--- src/include/ltd_defs.vh ---
// constants for the literal and table instruction decoder
`ifndef LTD_DEFS_VH
`define LTD_DEFS_VH

// phases of one instruction cycle, one-hot
`define LTD_Q1          4'h1
`define LTD_Q2          4'h2
`define LTD_Q3          4'h4
`define LTD_Q4          4'h8

// decoded operation classes
`define LTD_OP_NOP      4'h0
`define LTD_OP_ADDL     4'h1
`define LTD_OP_ANDL     4'h2
`define LTD_OP_ORL      4'h3
`define LTD_OP_XORL     4'h4
`define LTD_OP_SUBL     4'h5
`define LTD_OP_MOVL     4'h6
`define LTD_OP_BANK     4'h7
`define LTD_OP_MULL     4'h8
`define LTD_OP_RETL     4'h9
`define LTD_OP_PTR1     4'ha
`define LTD_OP_PTR2     4'hb
`define LTD_OP_TABLE_READ_OP    4'hc
`define LTD_OP_TABLE_WRITE_OP    4'hd
`define LTD_OP_ADDF     4'he

// opcode fields
`define LTD_HI_ADDL     8'h0f
`define LTD_HI_ANDL     8'h0b
`define LTD_HI_ORL      8'h09
`define LTD_HI_XORL     8'h0a
`define LTD_HI_SUBL     8'h08
`define LTD_HI_MOVL     8'h0e
`define LTD_HI_MULL     8'h0d
`define LTD_HI_RETL     8'h0c
`define LTD_HI_BANK     12'h010
`define LTD_HI_TBL      12'h000
`define LTD_HI_PTR      10'h3b8
`define LTD_HI_ADDF     6'h09
`define LTD_HI_WORD2    4'hf

// pending second cycle
`define LTD_PEND_NONE   2'h0
`define LTD_PEND_NOP    2'h1
`define LTD_PEND_PTR    2'h2

// alu functions
`define LTD_FN_ADD      3'h0
`define LTD_FN_SUB      3'h1
`define LTD_FN_AND      3'h2
`define LTD_FN_OR       3'h3
`define LTD_FN_XOR      3'h4

// addressing
`define LTD_IDX_MAX     8'h5f
`define LTD_ACC_SPLIT   8'h60
`define LTD_ACC_HIGH    4'hf

// reset values
`define LTD_RST_BYTE    8'h00
`define LTD_RST_PTR     12'h000
`define LTD_RST_BANK    4'h0

`endif

--- src/logic/ltd_decoder.v ---
// literal, table and add-to-file instruction decode and execute
`timescale 1ns/10ps
`include "ltd_defs.vh"

module ltd_decoder (
    input  wire        clock,              // core clock
    input  wire        reset,              // async reset, active high
    input  wire        clk_en,             // freezes all state when low
    input  wire [15:0] instr_word,         // fetched word, taken in q1
    input  wire        ext_set_en,         // extended instruction set on
    input  wire [7:0]  file_rd_data,       // data memory read value
    input  wire        file_is_port,       // addressed file is a port
    input  wire [7:0]  port_pin_data,      // pin levels of that port
    output reg  [3:0]  phase_ff,           // one-hot q1..q4
    output reg  [7:0]  working_register_ff,    // working register
    output reg  [3:0]  bank_select_register_ff,// bank select bits
    output reg  [11:0] file_pointer_register0_ff, // pointer 0
    output reg  [11:0] file_pointer_register1_ff, // pointer 1
    output reg  [11:0] file_pointer_register2_ff, // pointer 2
    output reg  [15:0] product_ff,         // multiply result
    output reg         neg_flag_ff,        // negative flag
    output reg         overflow_flag_ff,   // overflow flag
    output reg         zero_flag_ff,       // zero flag
    output reg         digit_carry_flag_ff,// digit carry flag
    output reg         carry_flag_ff,      // carry flag
    output reg  [11:0] file_addr_ff,       // data memory address
    output reg         file_rd_ff,         // read strobe, one enabled clock
    output reg         file_wr_ff,         // write strobe, one enabled clock
    output reg  [7:0]  file_wr_data_ff,    // write data
    output reg         tbl_rd_ff,          // table read request
    output reg         tbl_wr_ff,          // table write request
    output reg  [1:0]  tbl_mode_ff,        // none, post+, post-, pre+
    output reg         ret_ff,             // return from subroutine
    output reg         nop_cycle_ff        // cycle runs as no-op
);

    ////////////////////////////////////////////////////////////////////
    // state
    localparam [3:0] ST_Q1 = `LTD_Q1;
    localparam [3:0] ST_Q2 = `LTD_Q2;
    localparam [3:0] ST_Q3 = `LTD_Q3;
    localparam [3:0] ST_Q4 = `LTD_Q4;

    reg [3:0]  nxt_phase;
    reg [3:0]  op_ff;
    // ir_ff keeps the first word across a two-word pointer load
    reg [15:0] ir_ff;
    reg [7:0]  lit2_ff;
    reg [7:0]  opnd_ff;
    reg [1:0]  pend_ff;

    wire [7:0] alu_res;
    wire       alu_c;
    wire       alu_dc;
    wire       alu_ov;
    reg  [2:0] alu_fn;

    ////////////////////////////////////////////////////////////////////
    // decode of a fresh word
    function [3:0] dec_op;
        input [15:0] iw;
        begin
            dec_op = `LTD_OP_NOP;
            if (iw[15:8] == `LTD_HI_ADDL) begin
                dec_op = `LTD_OP_ADDL;
            end else if (iw[15:8] == `LTD_HI_ANDL) begin
                dec_op = `LTD_OP_ANDL;
            end else if (iw[15:8] == `LTD_HI_ORL) begin
                dec_op = `LTD_OP_ORL;
            end else if (iw[15:8] == `LTD_HI_XORL) begin
                dec_op = `LTD_OP_XORL;
            end else if (iw[15:8] == `LTD_HI_SUBL) begin
                dec_op = `LTD_OP_SUBL;
            end else if (iw[15:8] == `LTD_HI_MOVL) begin
                dec_op = `LTD_OP_MOVL;
            end else if (iw[15:8] == `LTD_HI_MULL) begin
                dec_op = `LTD_OP_MULL;
            end else if (iw[15:8] == `LTD_HI_RETL) begin
                dec_op = `LTD_OP_RETL;
            end else if (iw[15:4] == `LTD_HI_BANK) begin
                dec_op = `LTD_OP_BANK;
            end else if (iw[15:4] == `LTD_HI_TBL && iw[3]) begin
                dec_op = iw[2] ? `LTD_OP_TABLE_WRITE_OP : `LTD_OP_TABLE_READ_OP;
            end else if (iw[15:6] == `LTD_HI_PTR) begin
                dec_op = `LTD_OP_PTR1;
            end else if (iw[15:10] == `LTD_HI_ADDF) begin
                dec_op = `LTD_OP_ADDF;
            end
        end
    endfunction

    // 12-bit data address of a byte-oriented operand
    // indexed base is pointer 2; the sum wraps inside the 4k space
    function [11:0] file_addr;
        input [7:0]  f;
        input        acc;
        input        ext;
        input [3:0]  bank;
        input [11:0] idx;
        begin
            if (acc) begin
                file_addr = {bank, f};
            end else if (ext && f <= `LTD_IDX_MAX) begin
                file_addr = idx + {4'h0, f};
            end else if (f < `LTD_ACC_SPLIT) begin
                file_addr = {4'h0, f};
            end else begin
                file_addr = {`LTD_ACC_HIGH, f};
            end
        end
    endfunction

    ////////////////////////////////////////////////////////////////////
    // shared arithmetic
    function is_zero;
        input [7:0] v;
        begin
            is_zero = (v == 8'h00);
        end
    endfunction

    // widened first so no product bit is lost to the operand width
    function [15:0] mul8;
        input [7:0] a;
        input [7:0] b;
        begin
            mul8 = {8'h00, a} * {8'h00, b};
        end
    endfunction

    ////////////////////////////////////////////////////////////////////
    // arithmetic
    always @* begin
        case (op_ff)
            `LTD_OP_SUBL: alu_fn = `LTD_FN_SUB;
            `LTD_OP_ANDL: alu_fn = `LTD_FN_AND;
            `LTD_OP_ORL:  alu_fn = `LTD_FN_OR;
            `LTD_OP_XORL: alu_fn = `LTD_FN_XOR;
            default:      alu_fn = `LTD_FN_ADD;
        endcase
    end

    ltd_alu u_alu (
        .w_in   (working_register_ff),
        .k_in   (opnd_ff),
        .fn     (alu_fn),
        .res    (alu_res),
        .c_out  (alu_c),
        .dc_out (alu_dc),
        .ov_out (alu_ov)
    );

    ////////////////////////////////////////////////////////////////////
    // phase sequencer
    // a corrupt phase code falls back to q1 instead of locking up
    always @* begin
        case (phase_ff)
            ST_Q1:   nxt_phase = ST_Q2;
            ST_Q2:   nxt_phase = ST_Q3;
            ST_Q3:   nxt_phase = ST_Q4;
            ST_Q4:   nxt_phase = ST_Q1;
            default: nxt_phase = ST_Q1;
        endcase
    end

    ////////////////////////////////////////////////////////////////////
    // execute
    always @(posedge clock or posedge reset) begin
        if (reset) begin
            phase_ff                  <= ST_Q1;
            op_ff                     <= `LTD_OP_NOP;
            ir_ff                     <= 16'h0000;
            lit2_ff                   <= `LTD_RST_BYTE;
            opnd_ff                   <= `LTD_RST_BYTE;
            pend_ff                   <= `LTD_PEND_NONE;
            working_register_ff       <= `LTD_RST_BYTE;
            bank_select_register_ff   <= `LTD_RST_BANK;
            file_pointer_register0_ff <= `LTD_RST_PTR;
            file_pointer_register1_ff <= `LTD_RST_PTR;
            file_pointer_register2_ff <= `LTD_RST_PTR;
            product_ff                <= 16'h0000;
            neg_flag_ff               <= 1'b0;
            overflow_flag_ff          <= 1'b0;
            zero_flag_ff              <= 1'b0;
            digit_carry_flag_ff       <= 1'b0;
            carry_flag_ff             <= 1'b0;
            file_addr_ff              <= `LTD_RST_PTR;
            file_rd_ff                <= 1'b0;
            file_wr_ff                <= 1'b0;
            file_wr_data_ff           <= `LTD_RST_BYTE;
            tbl_rd_ff                 <= 1'b0;
            tbl_wr_ff                 <= 1'b0;
            tbl_mode_ff               <= 2'h0;
            ret_ff                    <= 1'b0;
            nop_cycle_ff              <= 1'b0;
        end else if (clk_en) begin
            phase_ff   <= nxt_phase;
            // strobes last one enabled edge; a stall stretches them too
            file_rd_ff <= 1'b0;
            file_wr_ff <= 1'b0;
            tbl_rd_ff  <= 1'b0;
            tbl_wr_ff  <= 1'b0;
            ret_ff     <= 1'b0;
            case (phase_ff)
                ST_Q1: begin
                    // decode; a pending second cycle consumes the word
                    pend_ff      <= `LTD_PEND_NONE;
                    nop_cycle_ff <= (pend_ff != `LTD_PEND_NONE);
                    if (pend_ff == `LTD_PEND_PTR) begin
                        op_ff   <= `LTD_OP_PTR2;
                        lit2_ff <= instr_word[7:0];
                    end else if (pend_ff == `LTD_PEND_NOP) begin
                        op_ff <= `LTD_OP_NOP;
                    end else if (instr_word[15:12] == `LTD_HI_WORD2) begin
                        // a stray operand word must never execute
                        op_ff <= `LTD_OP_NOP;
                    end else begin
                        op_ff <= dec_op(instr_word);
                        ir_ff <= instr_word;
                    end
                end
                ST_Q2: begin
                    // read operand
                    opnd_ff <= ir_ff[7:0];
                    if (op_ff == `LTD_OP_ADDF) begin
                        file_addr_ff <= file_addr(ir_ff[7:0], ir_ff[8],
                            ext_set_en, bank_select_register_ff,
                            file_pointer_register2_ff);
                        file_rd_ff   <= 1'b1;
                    end
                end
                ST_Q3: begin
                    // process: file operand arrives now
                    if (op_ff == `LTD_OP_ADDF) begin
                        // pins, not the latch, when source is a port
                        opnd_ff <= file_is_port ? port_pin_data
                                                : file_rd_data;
                    end
                end
                ST_Q4: begin
                    // write destination
                    case (op_ff)
                        `LTD_OP_ADDL, `LTD_OP_SUBL: begin
                            working_register_ff <= alu_res;
                            carry_flag_ff       <= alu_c;
                            digit_carry_flag_ff <= alu_dc;
                            overflow_flag_ff    <= alu_ov;
                            zero_flag_ff        <= is_zero(alu_res);
                            neg_flag_ff         <= alu_res[7];
                        end
                        `LTD_OP_ANDL, `LTD_OP_ORL, `LTD_OP_XORL: begin
                            working_register_ff <= alu_res;
                            zero_flag_ff        <= is_zero(alu_res);
                            neg_flag_ff         <= alu_res[7];
                        end
                        `LTD_OP_MOVL: begin
                            working_register_ff <= opnd_ff;
                        end
                        `LTD_OP_BANK: begin
                            // upper literal nibble is ignored
                            bank_select_register_ff <= opnd_ff[3:0];
                        end
                        `LTD_OP_MULL: begin
                            product_ff <= mul8(working_register_ff, opnd_ff);
                        end
                        `LTD_OP_RETL: begin
                            // the word fetched behind a return is stale
                            working_register_ff <= opnd_ff;
                            ret_ff              <= 1'b1;
                            pend_ff             <= `LTD_PEND_NOP;
                        end
                        `LTD_OP_PTR1: begin
                            // second word carries the low literal byte
                            pend_ff <= `LTD_PEND_PTR;
                        end
                        `LTD_OP_PTR2: begin
                            case (ir_ff[5:4])
                                2'h0: file_pointer_register0_ff <=
                                          {ir_ff[3:0], lit2_ff};
                                2'h1: file_pointer_register1_ff <=
                                          {ir_ff[3:0], lit2_ff};
                                2'h2: file_pointer_register2_ff <=
                                          {ir_ff[3:0], lit2_ff};
                                default: ;
                            endcase
                        end
                        `LTD_OP_TABLE_READ_OP: begin
                            // the memory access itself happens outside
                            tbl_rd_ff   <= 1'b1;
                            tbl_mode_ff <= ir_ff[1:0];
                            pend_ff     <= `LTD_PEND_NOP;
                        end
                        `LTD_OP_TABLE_WRITE_OP: begin
                            tbl_wr_ff   <= 1'b1;
                            tbl_mode_ff <= ir_ff[1:0];
                            pend_ff     <= `LTD_PEND_NOP;
                        end
                        `LTD_OP_ADDF: begin
                            // flags follow the sum whichever way it goes
                            carry_flag_ff       <= alu_c;
                            digit_carry_flag_ff <= alu_dc;
                            overflow_flag_ff    <= alu_ov;
                            zero_flag_ff        <= is_zero(alu_res);
                            neg_flag_ff         <= alu_res[7];
                            if (ir_ff[9]) begin
                                file_wr_ff      <= 1'b1;
                                file_wr_data_ff <= alu_res;
                            end else begin
                                working_register_ff <= alu_res;
                            end
                        end
                        default: ;
                    endcase
                end
                default: ;
            endcase
        end
    end

endmodule

--- src/logic/ltd_alu.v ---
// eight-bit adder and logic unit with carry, digit carry, overflow
`timescale 1ns/10ps
`include "ltd_defs.vh"

module ltd_alu (
    input  wire [7:0] w_in,   // working register value
    input  wire [7:0] k_in,   // literal or file operand
    input  wire [2:0] fn,     // alu function
    output reg  [7:0] res,    // result
    output reg        c_out,  // carry, or not-borrow on subtract
    output reg        dc_out, // carry out of bit 3
    output reg        ov_out  // signed overflow
);

    reg [7:0] b_op;
    reg       cin;
    reg [8:0] sum;
    reg [4:0] nib;

    always @* begin
        // subtract is k + ~w + 1 so carry means no borrow
        b_op   = (fn == `LTD_FN_SUB) ? ~w_in : w_in;
        cin    = (fn == `LTD_FN_SUB);
        sum    = {1'b0, k_in} + {1'b0, b_op} + {8'h00, cin};
        nib    = {1'b0, k_in[3:0]} + {1'b0, b_op[3:0]} + {4'h0, cin};
        c_out  = sum[8];
        dc_out = nib[4];
        ov_out = (k_in[7] == b_op[7]) && (sum[7] != k_in[7]);
        case (fn)
            `LTD_FN_AND: res = k_in & w_in;
            `LTD_FN_OR:  res = k_in | w_in;
            `LTD_FN_XOR: res = k_in ^ w_in;
            default:     res = sum[7:0];
        endcase
    end

endmodule

--- config.mk ---
export PLATFORM = sky130hd
export DESIGN_NAME = ltd_decoder
export DESIGN_NICKNAME = d
export VERILOG_FILES = /design/src/logic/ltd_decoder.v /design/src/logic/ltd_alu.v
export VERILOG_INCLUDE_DIRS = /design/src /design/src/include
export SDC_FILE = /design/constraint.sdc
export NUM_CORES = 1
export LEC_CHECK = 0
export ABC_AREA = 1
export BUFFER_PORTS_ARGS = -buffer_cell sky130_fd_sc_hd__buf_2
export CAP_MARGIN = 20
export CORE_ASPECT_RATIO = 0.9
export CORE_MARGIN = 5
export CORE_UTILIZATION = 35
export CTS_CLUSTER_DIAMETER = 50
export DETAILED_ROUTE_END_ITERATION = 8
export SLEW_MARGIN = 10
export SYNTH_ARGS = -nofsm -noshare
export SYNTH_HDL_FRONTEND = slang
export SYNTH_SLANG_ARGS = --single-unit
--- constraint.sdc ---
create_clock -name clock -period 4.5 [get_ports clock]
set_clock_uncertainty 0.1 [all_clocks]
set_input_delay 0.9 -clock clock [delete_from_list [all_inputs] [get_ports clock]]
set_output_delay 0.9 -clock clock [all_outputs]
set_load 0.1 [all_outputs]
[After elaboration in Yosys (flattened, before gate mapping)]
Index checks and enable logic that the tools add are counted.
Storage, ports and cells
  output and inout bits: 101
  logic and storage cells: 157
  input port bits: 37
  bits in registers: 133
Cells by class
  reduce and logical (&&, ||, !) cells: 32
  $lt $le $gt $ge: 2
  bitwise logic cells: 7
  eq/ne operators: 43
  multiplexer cells: 41
  multiply operators: 1
  add/subtract/negate cells: 5
Operators with widths (count)
  8-bit by 4-bit == test with 1-bit output, second input constant: 8
  4-bit 2-to-1 mux: 15
  8-bit one-hot mux with 3 select lines: 2
  4-bit == test, second input constant: 9
  12-bit 2-to-1 mux: 3
  8-bit 2-to-1 mux: 4
  3-bit AND reduction: 9
  4-bit by 3-bit == test with 1-bit output, second input constant: 5
  4-bit AND reduction: 5
  8-bit by 8-bit multiplier with 16-bit output: 1
  8-bit one-hot mux with 2 select lines: 1
  12-bit by 8-bit adder with 12-bit output: 1
  12-bit by 5-bit == test with 1-bit output, second input constant: 1
  4-bit by 2-bit == test with 1-bit output, second input constant: 3
  12-bit logical NOT: 1
  1-bit 2-to-1 mux: 12
  3-bit one-hot mux with 4 select lines: 1
  4-bit one-hot mux with 3 select lines: 1
  10-bit == test, second input constant: 1
  8-bit by 8-bit adder with 9-bit output: 1
  9-bit by 1-bit adder with 9-bit output: 1
  8-bit AND: 1
  4-bit by 1-bit == test with 1-bit output, second input constant: 2
  8-bit by 7-bit <= comparator with 1-bit output, second input constant: 1
  other kinds (29): 42

[Depth between registers and ports, before layout]
Gate-level depths: netlist of run 1.
  depth after elaboration: 16
  depth in mapped cells: 21

[Hierarchy]
From an unflattened synthesis of run 1, not the netlist that was laid out.
Unflattened totals
  cells, all modules: 1254
  area total of the unflattened synthesis: 9625.5 um^2
Modules (own cells, without submodules)
  ltd_decoder: area an instance 8710.9 um^2, times used 1, cells each 1118
  ltd_alu: area an instance 914.6 um^2, times used 1, cells each 136

[Worst setup path before layout of run 1]
No wires, ideal clock.
  path type: register -> register
  start point: reg working_register_ff[0]
  end point: reg product_ff[13]
  slack: -0.398 ns
  cell stages (with the launch flop): 19
  library setup time: 0.120 ns
  buffers on the path: 1
  data arrival time: 4.678 ns
  cell sequence: dfrtp_1 -> clkbuf_1 -> nand2_1 -> fa_1 -> fa_1 -> inv_1 -> fa_1 -> inv_1 -> fa_1 -> inv_1 -> ha_1 -> nand2_1 -> inv_1 -> a21oi_1 -> o21ai_0 -> a21oi_1 -> nand2_1 -> nand3_1 -> nand2_1
Between the ends
  cells in the longest elaborated chain, start to end: 1
RTL lines
  from (decl): line ltd_decoder.v:15  | output reg [7:0] working_register_ff,
  from (signal assigned): line ltd_decoder.v:176  | working_register_ff <= `LTD_RST_BYTE;
  from (signal assigned): line ltd_decoder.v:244  | working_register_ff <= alu_res;
  from (signal assigned): line ltd_decoder.v:252  | working_register_ff <= alu_res;
  8-bit by 8-bit multiplier with 16-bit output: line ltd_decoder.v:127  | mul8 = {8'h00, a} * {8'h00, b};
  to (signal assigned): line ltd_decoder.v:264  | product_ff <= mul8(working_register_ff, opnd_ff);
  to (decl): line ltd_decoder.v:20  | output reg [15:0] product_ff,
No other way between the ends.
A chain may end at the register's enable or synchronous reset.

[Worst setup path in the final report of run 1]
  start point: reg opnd_ff[3]
  end point: reg product_ff[12]
Between the ends
  cells in the longest elaborated chain, start to end: 1
RTL lines
  from (decl): line ltd_decoder.v:49  | reg [7:0] opnd_ff;
  from (signal assigned): line ltd_decoder.v:174  | opnd_ff <= `LTD_RST_BYTE;
  from (signal assigned): line ltd_decoder.v:224  | opnd_ff <= ir_ff[7:0];
  from (signal assigned): line ltd_decoder.v:236  | opnd_ff <= file_is_port ? port_pin_data
  8-bit by 8-bit multiplier with 16-bit output: line ltd_decoder.v:127
No other way between the ends.

==> results of run 1 <==
cells in the mapped netlist, types with 12 or more instances:
cell type,n
nand3_1,41
inv_1,215
o211ai_1,12
fa_1,38
nand2_1,283
o21ai_0,99
a21oi_1,66
xor2_1,16
dfrtp_1,132
clkbuf_1,23
nor2_1,100
ha_1,68
repair_timing:
item | 4_1_cts | 5_1_grt
hold buffers | 0 | 0
buffers inserted | 0 | 9
resized for setup | 0 | 10
endpoints found under the setup margin | 0 | 3
worst paths after layout:
path,end,startpoint,cells past startpoint,slack [ps]
hold reg to reg,product_ff[3],product_ff[3],2,370
hold / removal,product_ff[3],product_ff[3],2,370
setup reg to reg,product_ff[12],opnd_ff[3],17,240
setup / recovery,product_ff[12],opnd_ff[3],17,240
min in group asynchronous,file_addr_ff[10],reset,2,430
max in group asynchronous,working_register_ff[7],reset,3,3100
per-stage QoR:
stage                     utilization, %  setup slack (ps)  hold WS [ps]  cell area, µm²  instances
final                               42.5               245           369           11200       1708
after global routing                42.5              27.6           396           11200       1707
after CTS                           42.0              96.9           371           11000       1695
after detailed placement            39.7               114           355           10400       1663
after global placement              39.7               141           355           10400       1663
after floorplan                        -             -57.6           353            9420       1205
critical path: stages (launching register included):
cell	delay, ps
dfrtp_2	480
buf_4	170
nand2_1	50
inv_1	50
fa_1	510
fa_1	440
fa_1	540
inv_1	50
fa_1	520
inv_1	40
ha_1	340
a21o_1	170
o21bai_1	180
a21oi_2	160
o21ai_0	110
a21oi_1	130
o21ai_0	100
nand2_1	60
area by class of cell:
cell class / instances / area (µm²)
tap: 348 / 435
fill: 2713 / 15100
timing repair buffer: 160 / 888
sequential: 133 / 3350
clock buffer: 17 / 425
clock inverter: 15 / 181
multi-input combinational: 812 / 5050
inverter: 222 / 837
antenna: 1 / 2.50
per-layer routing:
metal / track usage, % / wire length [µm] / up-vias
met3: 4.51 / 1630 / 24
met5: 0 / 7 / -
met1: 25.5 / 12700 / 3899
met2: 29.2 / 12600 / 233
li1: - / - / 4075
met4: 4.30 / 410 / 2
flip-flops by register name (all words and copies together) (netlist names), 2 cells and up:
name / count
lit2_ff: 8
file_wr_data_ff: 8
tbl_mode_ff: 2
file_pointer_register0_ff: 12
opnd_ff: 8
product_ff: 16
file_pointer_register2_ff: 12
ir_ff: 10
pend_ff: 2
phase_ff: 4
file_pointer_register1_ff: 12
op_ff: 4
file_addr_ff: 12
bank_select_register_ff: 4
working_register_ff: 8
cell families after synthesis:
group | count (synthesis) | share of synthesized area [%]
buf+inv | 260 | 11.0
compound gates | 218 | 12.9
xor+xnor | 22 | 2.05
flops | 133 | 35.4
mux | 4 | 0.519
fa+ha+maj | 106 | 17.2
simple gates | 462 | 20.9
==> results.toml, run 1 <==
[synth]
synth_edf_count = 0
ys_ff_latch = 133
syn_nets = 1348
avgSynthCellArea_um2 = 7.80
synthFlopType = "dfrtp_1"
synth.largest_area_cell = "dfrtp_1"
synthTopCellsByArea = "dfrtp_1 (35%), nand2_1 (11%), ha_1 (9.1%)"
netlist_area_mm2 = 0.00940
synth_top_cell_area_share_pct = 35.2
ys_seq_area_share_pct = 35.4
ys_types = 48
ys_async_sr_fraction_pct = 100
synth_cells = 1205
yosysWarnings = 0

[floorplanning]
die_area_mm2 = 0.0302
coreArea_mm2 = 0.0263
io_pins = 138
die_y_um = 165
initial_core_util_pct = 35.8
die_w_um = 183
rows = 56

[global_route]
grt_pass1_vias = 8026
grt-ovfl-total = 0
track_usage_pct = 18.4
grt_max_degree = 64
grt_pass1_wl_mm = 43.9
antenna_found_initial = 1

[route]
via_per_inst = 4.82
detailedRoute.firstPassIterationCount = 5
routed_wl_mm = 27.4
wire_per_inst_um = 16.0
drc = 0
vias = 8233
postRouteAntennaNets = 0
drtIter0Drc = 605

[placement]
gp_congestion = 0.904
dp_hpwl_mm = 21.4
io_buffers = 137

[timing]
fin_crit_sh_pct = 94.6
slew_viol_final = 0
slew-limit-headroom_pct = 45.5
setup_viol = 0
timing.fmax_ghz = 0.235
grt_setup_unrepaired = "no"
period_needed_ps = 4260
finalSetupTns_ps = 0
tightest_slew_ps = 817
finalHoldViolCount = 0

[worst_setup_path]
critPathCaptureType = "flop"
crit_arrival_ps = 4530
cp_max_fo = 9
critPathRequiredTime_ps = 4770
critPathKind = "flop to flop"
start_kind = "flop"

[layout]
final_common_cell = "nand2_1"
nNetsFinal = 1489
synthToLayoutAreaGrowth_pct = 18.8
drive_gt1_share_pct = 18.4
final_cell_mix = "nand2_1 (283), inv_1 (214), buf_2 (138)"

[clock_network]
ctsLongestPathBuffers = 2
h-tree-depth = 4
cts.sinks = 133
cts_tree = "built"
clockRootBuffer = "clkbuf_16"
clk_pin_slew_ps = 70
cts_made_buffers = 17
worstSkewPairLatency_ps = 440

[outcome]
status = "complete, no violations"

[flow_run]
cap_violations = 0

[min_path]
min-delay-path-class = "flop to flop"
Power of run 1 is not shown: default switching activity piles up to over one toggle a cycle in this logic, so the estimate is an artifact.
==> inputs of run 2 (changes only) <==
--- a/config.mk
+++ b/config.mk
@@ -11,7 +11,7 @@
 export CAP_MARGIN = 20
 export CORE_ASPECT_RATIO = 0.9
 export CORE_MARGIN = 5
-export CORE_UTILIZATION = 35
+export CORE_UTILIZATION = 40
 export CTS_CLUSTER_DIAMETER = 50
 export DETAILED_ROUTE_END_ITERATION = 8
 export SLEW_MARGIN = 10
==> run 2 against run 1 <==
  * Sequential cell count stayed put
  * Final area fell by 1.3%
  * Die area shrank 12%
  * Count of clock-buffer cells in the layout is the same
  * Via count fell by 1.4%
  * Non-clock buffer count is 9 lower
  * First-iteration DRC count is 29% lower
  * Register-to-register slack barely moved
  * Core utilization increased by 4.8 points
==> results.toml, run 2 (synthesis results as in run 1) <==
[worst_setup_path]
critPathRequiredTime_ps = 4760
start_kind = "flop"
critPathKind = "flop to flop"
crit_arrival_ps = 4500
critPathCaptureType = "flop"
cp_max_fo = 10

[floorplanning]
die_w_um = 172
die_y_um = 155
die_area_mm2 = 0.0267
initial_core_util_pct = 40.4
io_pins = 138
coreArea_mm2 = 0.0233
rows = 53

[clock_network]
post-cts-setup-buffers = 0
clk_pin_slew_ps = 60
cts_made_buffers = 17
cts_tree = "built"
cts_resized = 0
ctsLongestPathBuffers = 2
clockRootBuffer = "clkbuf_16"
worstSkewPairLatency_ps = 430
h-tree-depth = 4
cts.sinks = 133
hold_buffers = 0

[route]
routed_wl_mm = 25.9
postRouteAntennaNets = 0
vias = 8114
drc = 0
drtIter0Drc = 427
detailedRoute.firstPassIterationCount = 5
wire_per_inst_um = 15.7
via_per_inst = 4.91

[timing]
grt_setup_unrepaired = "no"
slew_viol_final = 0
setup_viol = 0
slew-limit-headroom_pct = 50.8
tightest_slew_ps = 738
finalSetupTns_ps = 0
timing.fmax_ghz = 0.236
period_needed_ps = 4240
finalHoldViolCount = 0
fin_crit_sh_pct = 94.3

[global_route]
track_usage_pct = 19.8
antenna_found_initial = 0
grt_pass1_wl_mm = 42.0
grt-ovfl-total = 0
grt_pass1_vias = 8164
grt_max_degree = 83

[layout]
synthToLayoutAreaGrowth_pct = 17.2
final_common_cell = "nand2_1"
drive_gt1_share_pct = 17.5
final_area_mm2 = 0.0110
diodes = 0
top_register = "product_ff"
largest_reg_flops = 16
fin_util_pct = 47.3
nNetsFinal = 1480
final_cell_mix = "nand2_1 (283), inv_1 (214), buf_2 (137)"
fillCellCount = 2319

[outcome]
status = "complete, no violations"

[placement]
dp_hpwl_mm = 20.4
dpl-instance-area_mm2 = 0.0104
gp_congestion = 0.899
io_buffers = 137

[flow_run]
cap_violations = 0

[min_path]
min-delay-path-class = "input pin to async pin"
## run 2: cell count changes in the layout (fill, tap and decap cells not counted), sizes merged
cell and change:
diode -1, clkinv -1, buf -9, bufinv +1
## run 2: final timing paths
kind,start,end,slack [ps],cells past startpoint
max in group asynchronous,reset,phase_ff[0],3180,3
worst max register to register,working_register_ff[2],product_ff[12],260,16
min in group clock,product_ff[0],product_ff[0],370,2
worst min-delay path,reset,product_ff[14],350,2
worst max-delay path,working_register_ff[2],product_ff[12],260,16
worst min register to register,product_ff[0],product_ff[0],370,2
## run 2: area by class of cell
cell class	instances	area [µm²]	share of cell area, %
Clock buffer	17	425	3.86
Clock inverter	15	183	1.66
Inverter	222	837	7.60
Multi-Input combinational cell	812	5040	45.8
Sequential cell	133	3340	30.3
Tap cell	302	378	3.43
Timing Repair Buffer	151	811	7.36
## run 2: layer usage
| layer | wire (µm) | global-route usage [%] | vias up |
|---|---|---|---|
| met4 | 384 | 5.13 | 0 |
| met2 | 12000 | 31.5 | 196 |
| li1 | - | - | 4075 |
| met5 | 0 | 0 | - |
| met1 | 11900 | 27.1 | 3820 |
| met3 | 1600 | 4.88 | 23 |
## run 2: through the flow
step	hold WS (ps)	worst slack, ps	std cells
4_1_cts	343	124	1650
3_3_place_gp	353	194	1618
6_report	346	257	1652
2_1_floorplan	353	-57.6	1205
3_5_place_dp	359	142	1618
5_1_grt	350	15.0	1652
## run 2: critical path: stages (launching register included)
cell and delay [ps]:
dfrtp_2 490, nand2_1 100, inv_1 50, fa_1 520, fa_1 520, fa_1 540
inv_1 50, fa_1 520, inv_1 40, ha_1 340, a21o_1 170, o21bai_1 160
a21oi_1 190, o21ai_0 130, a21oi_1 130, o21ai_0 100, nand2_1 60
Power of run 2 is left out for the same reason.
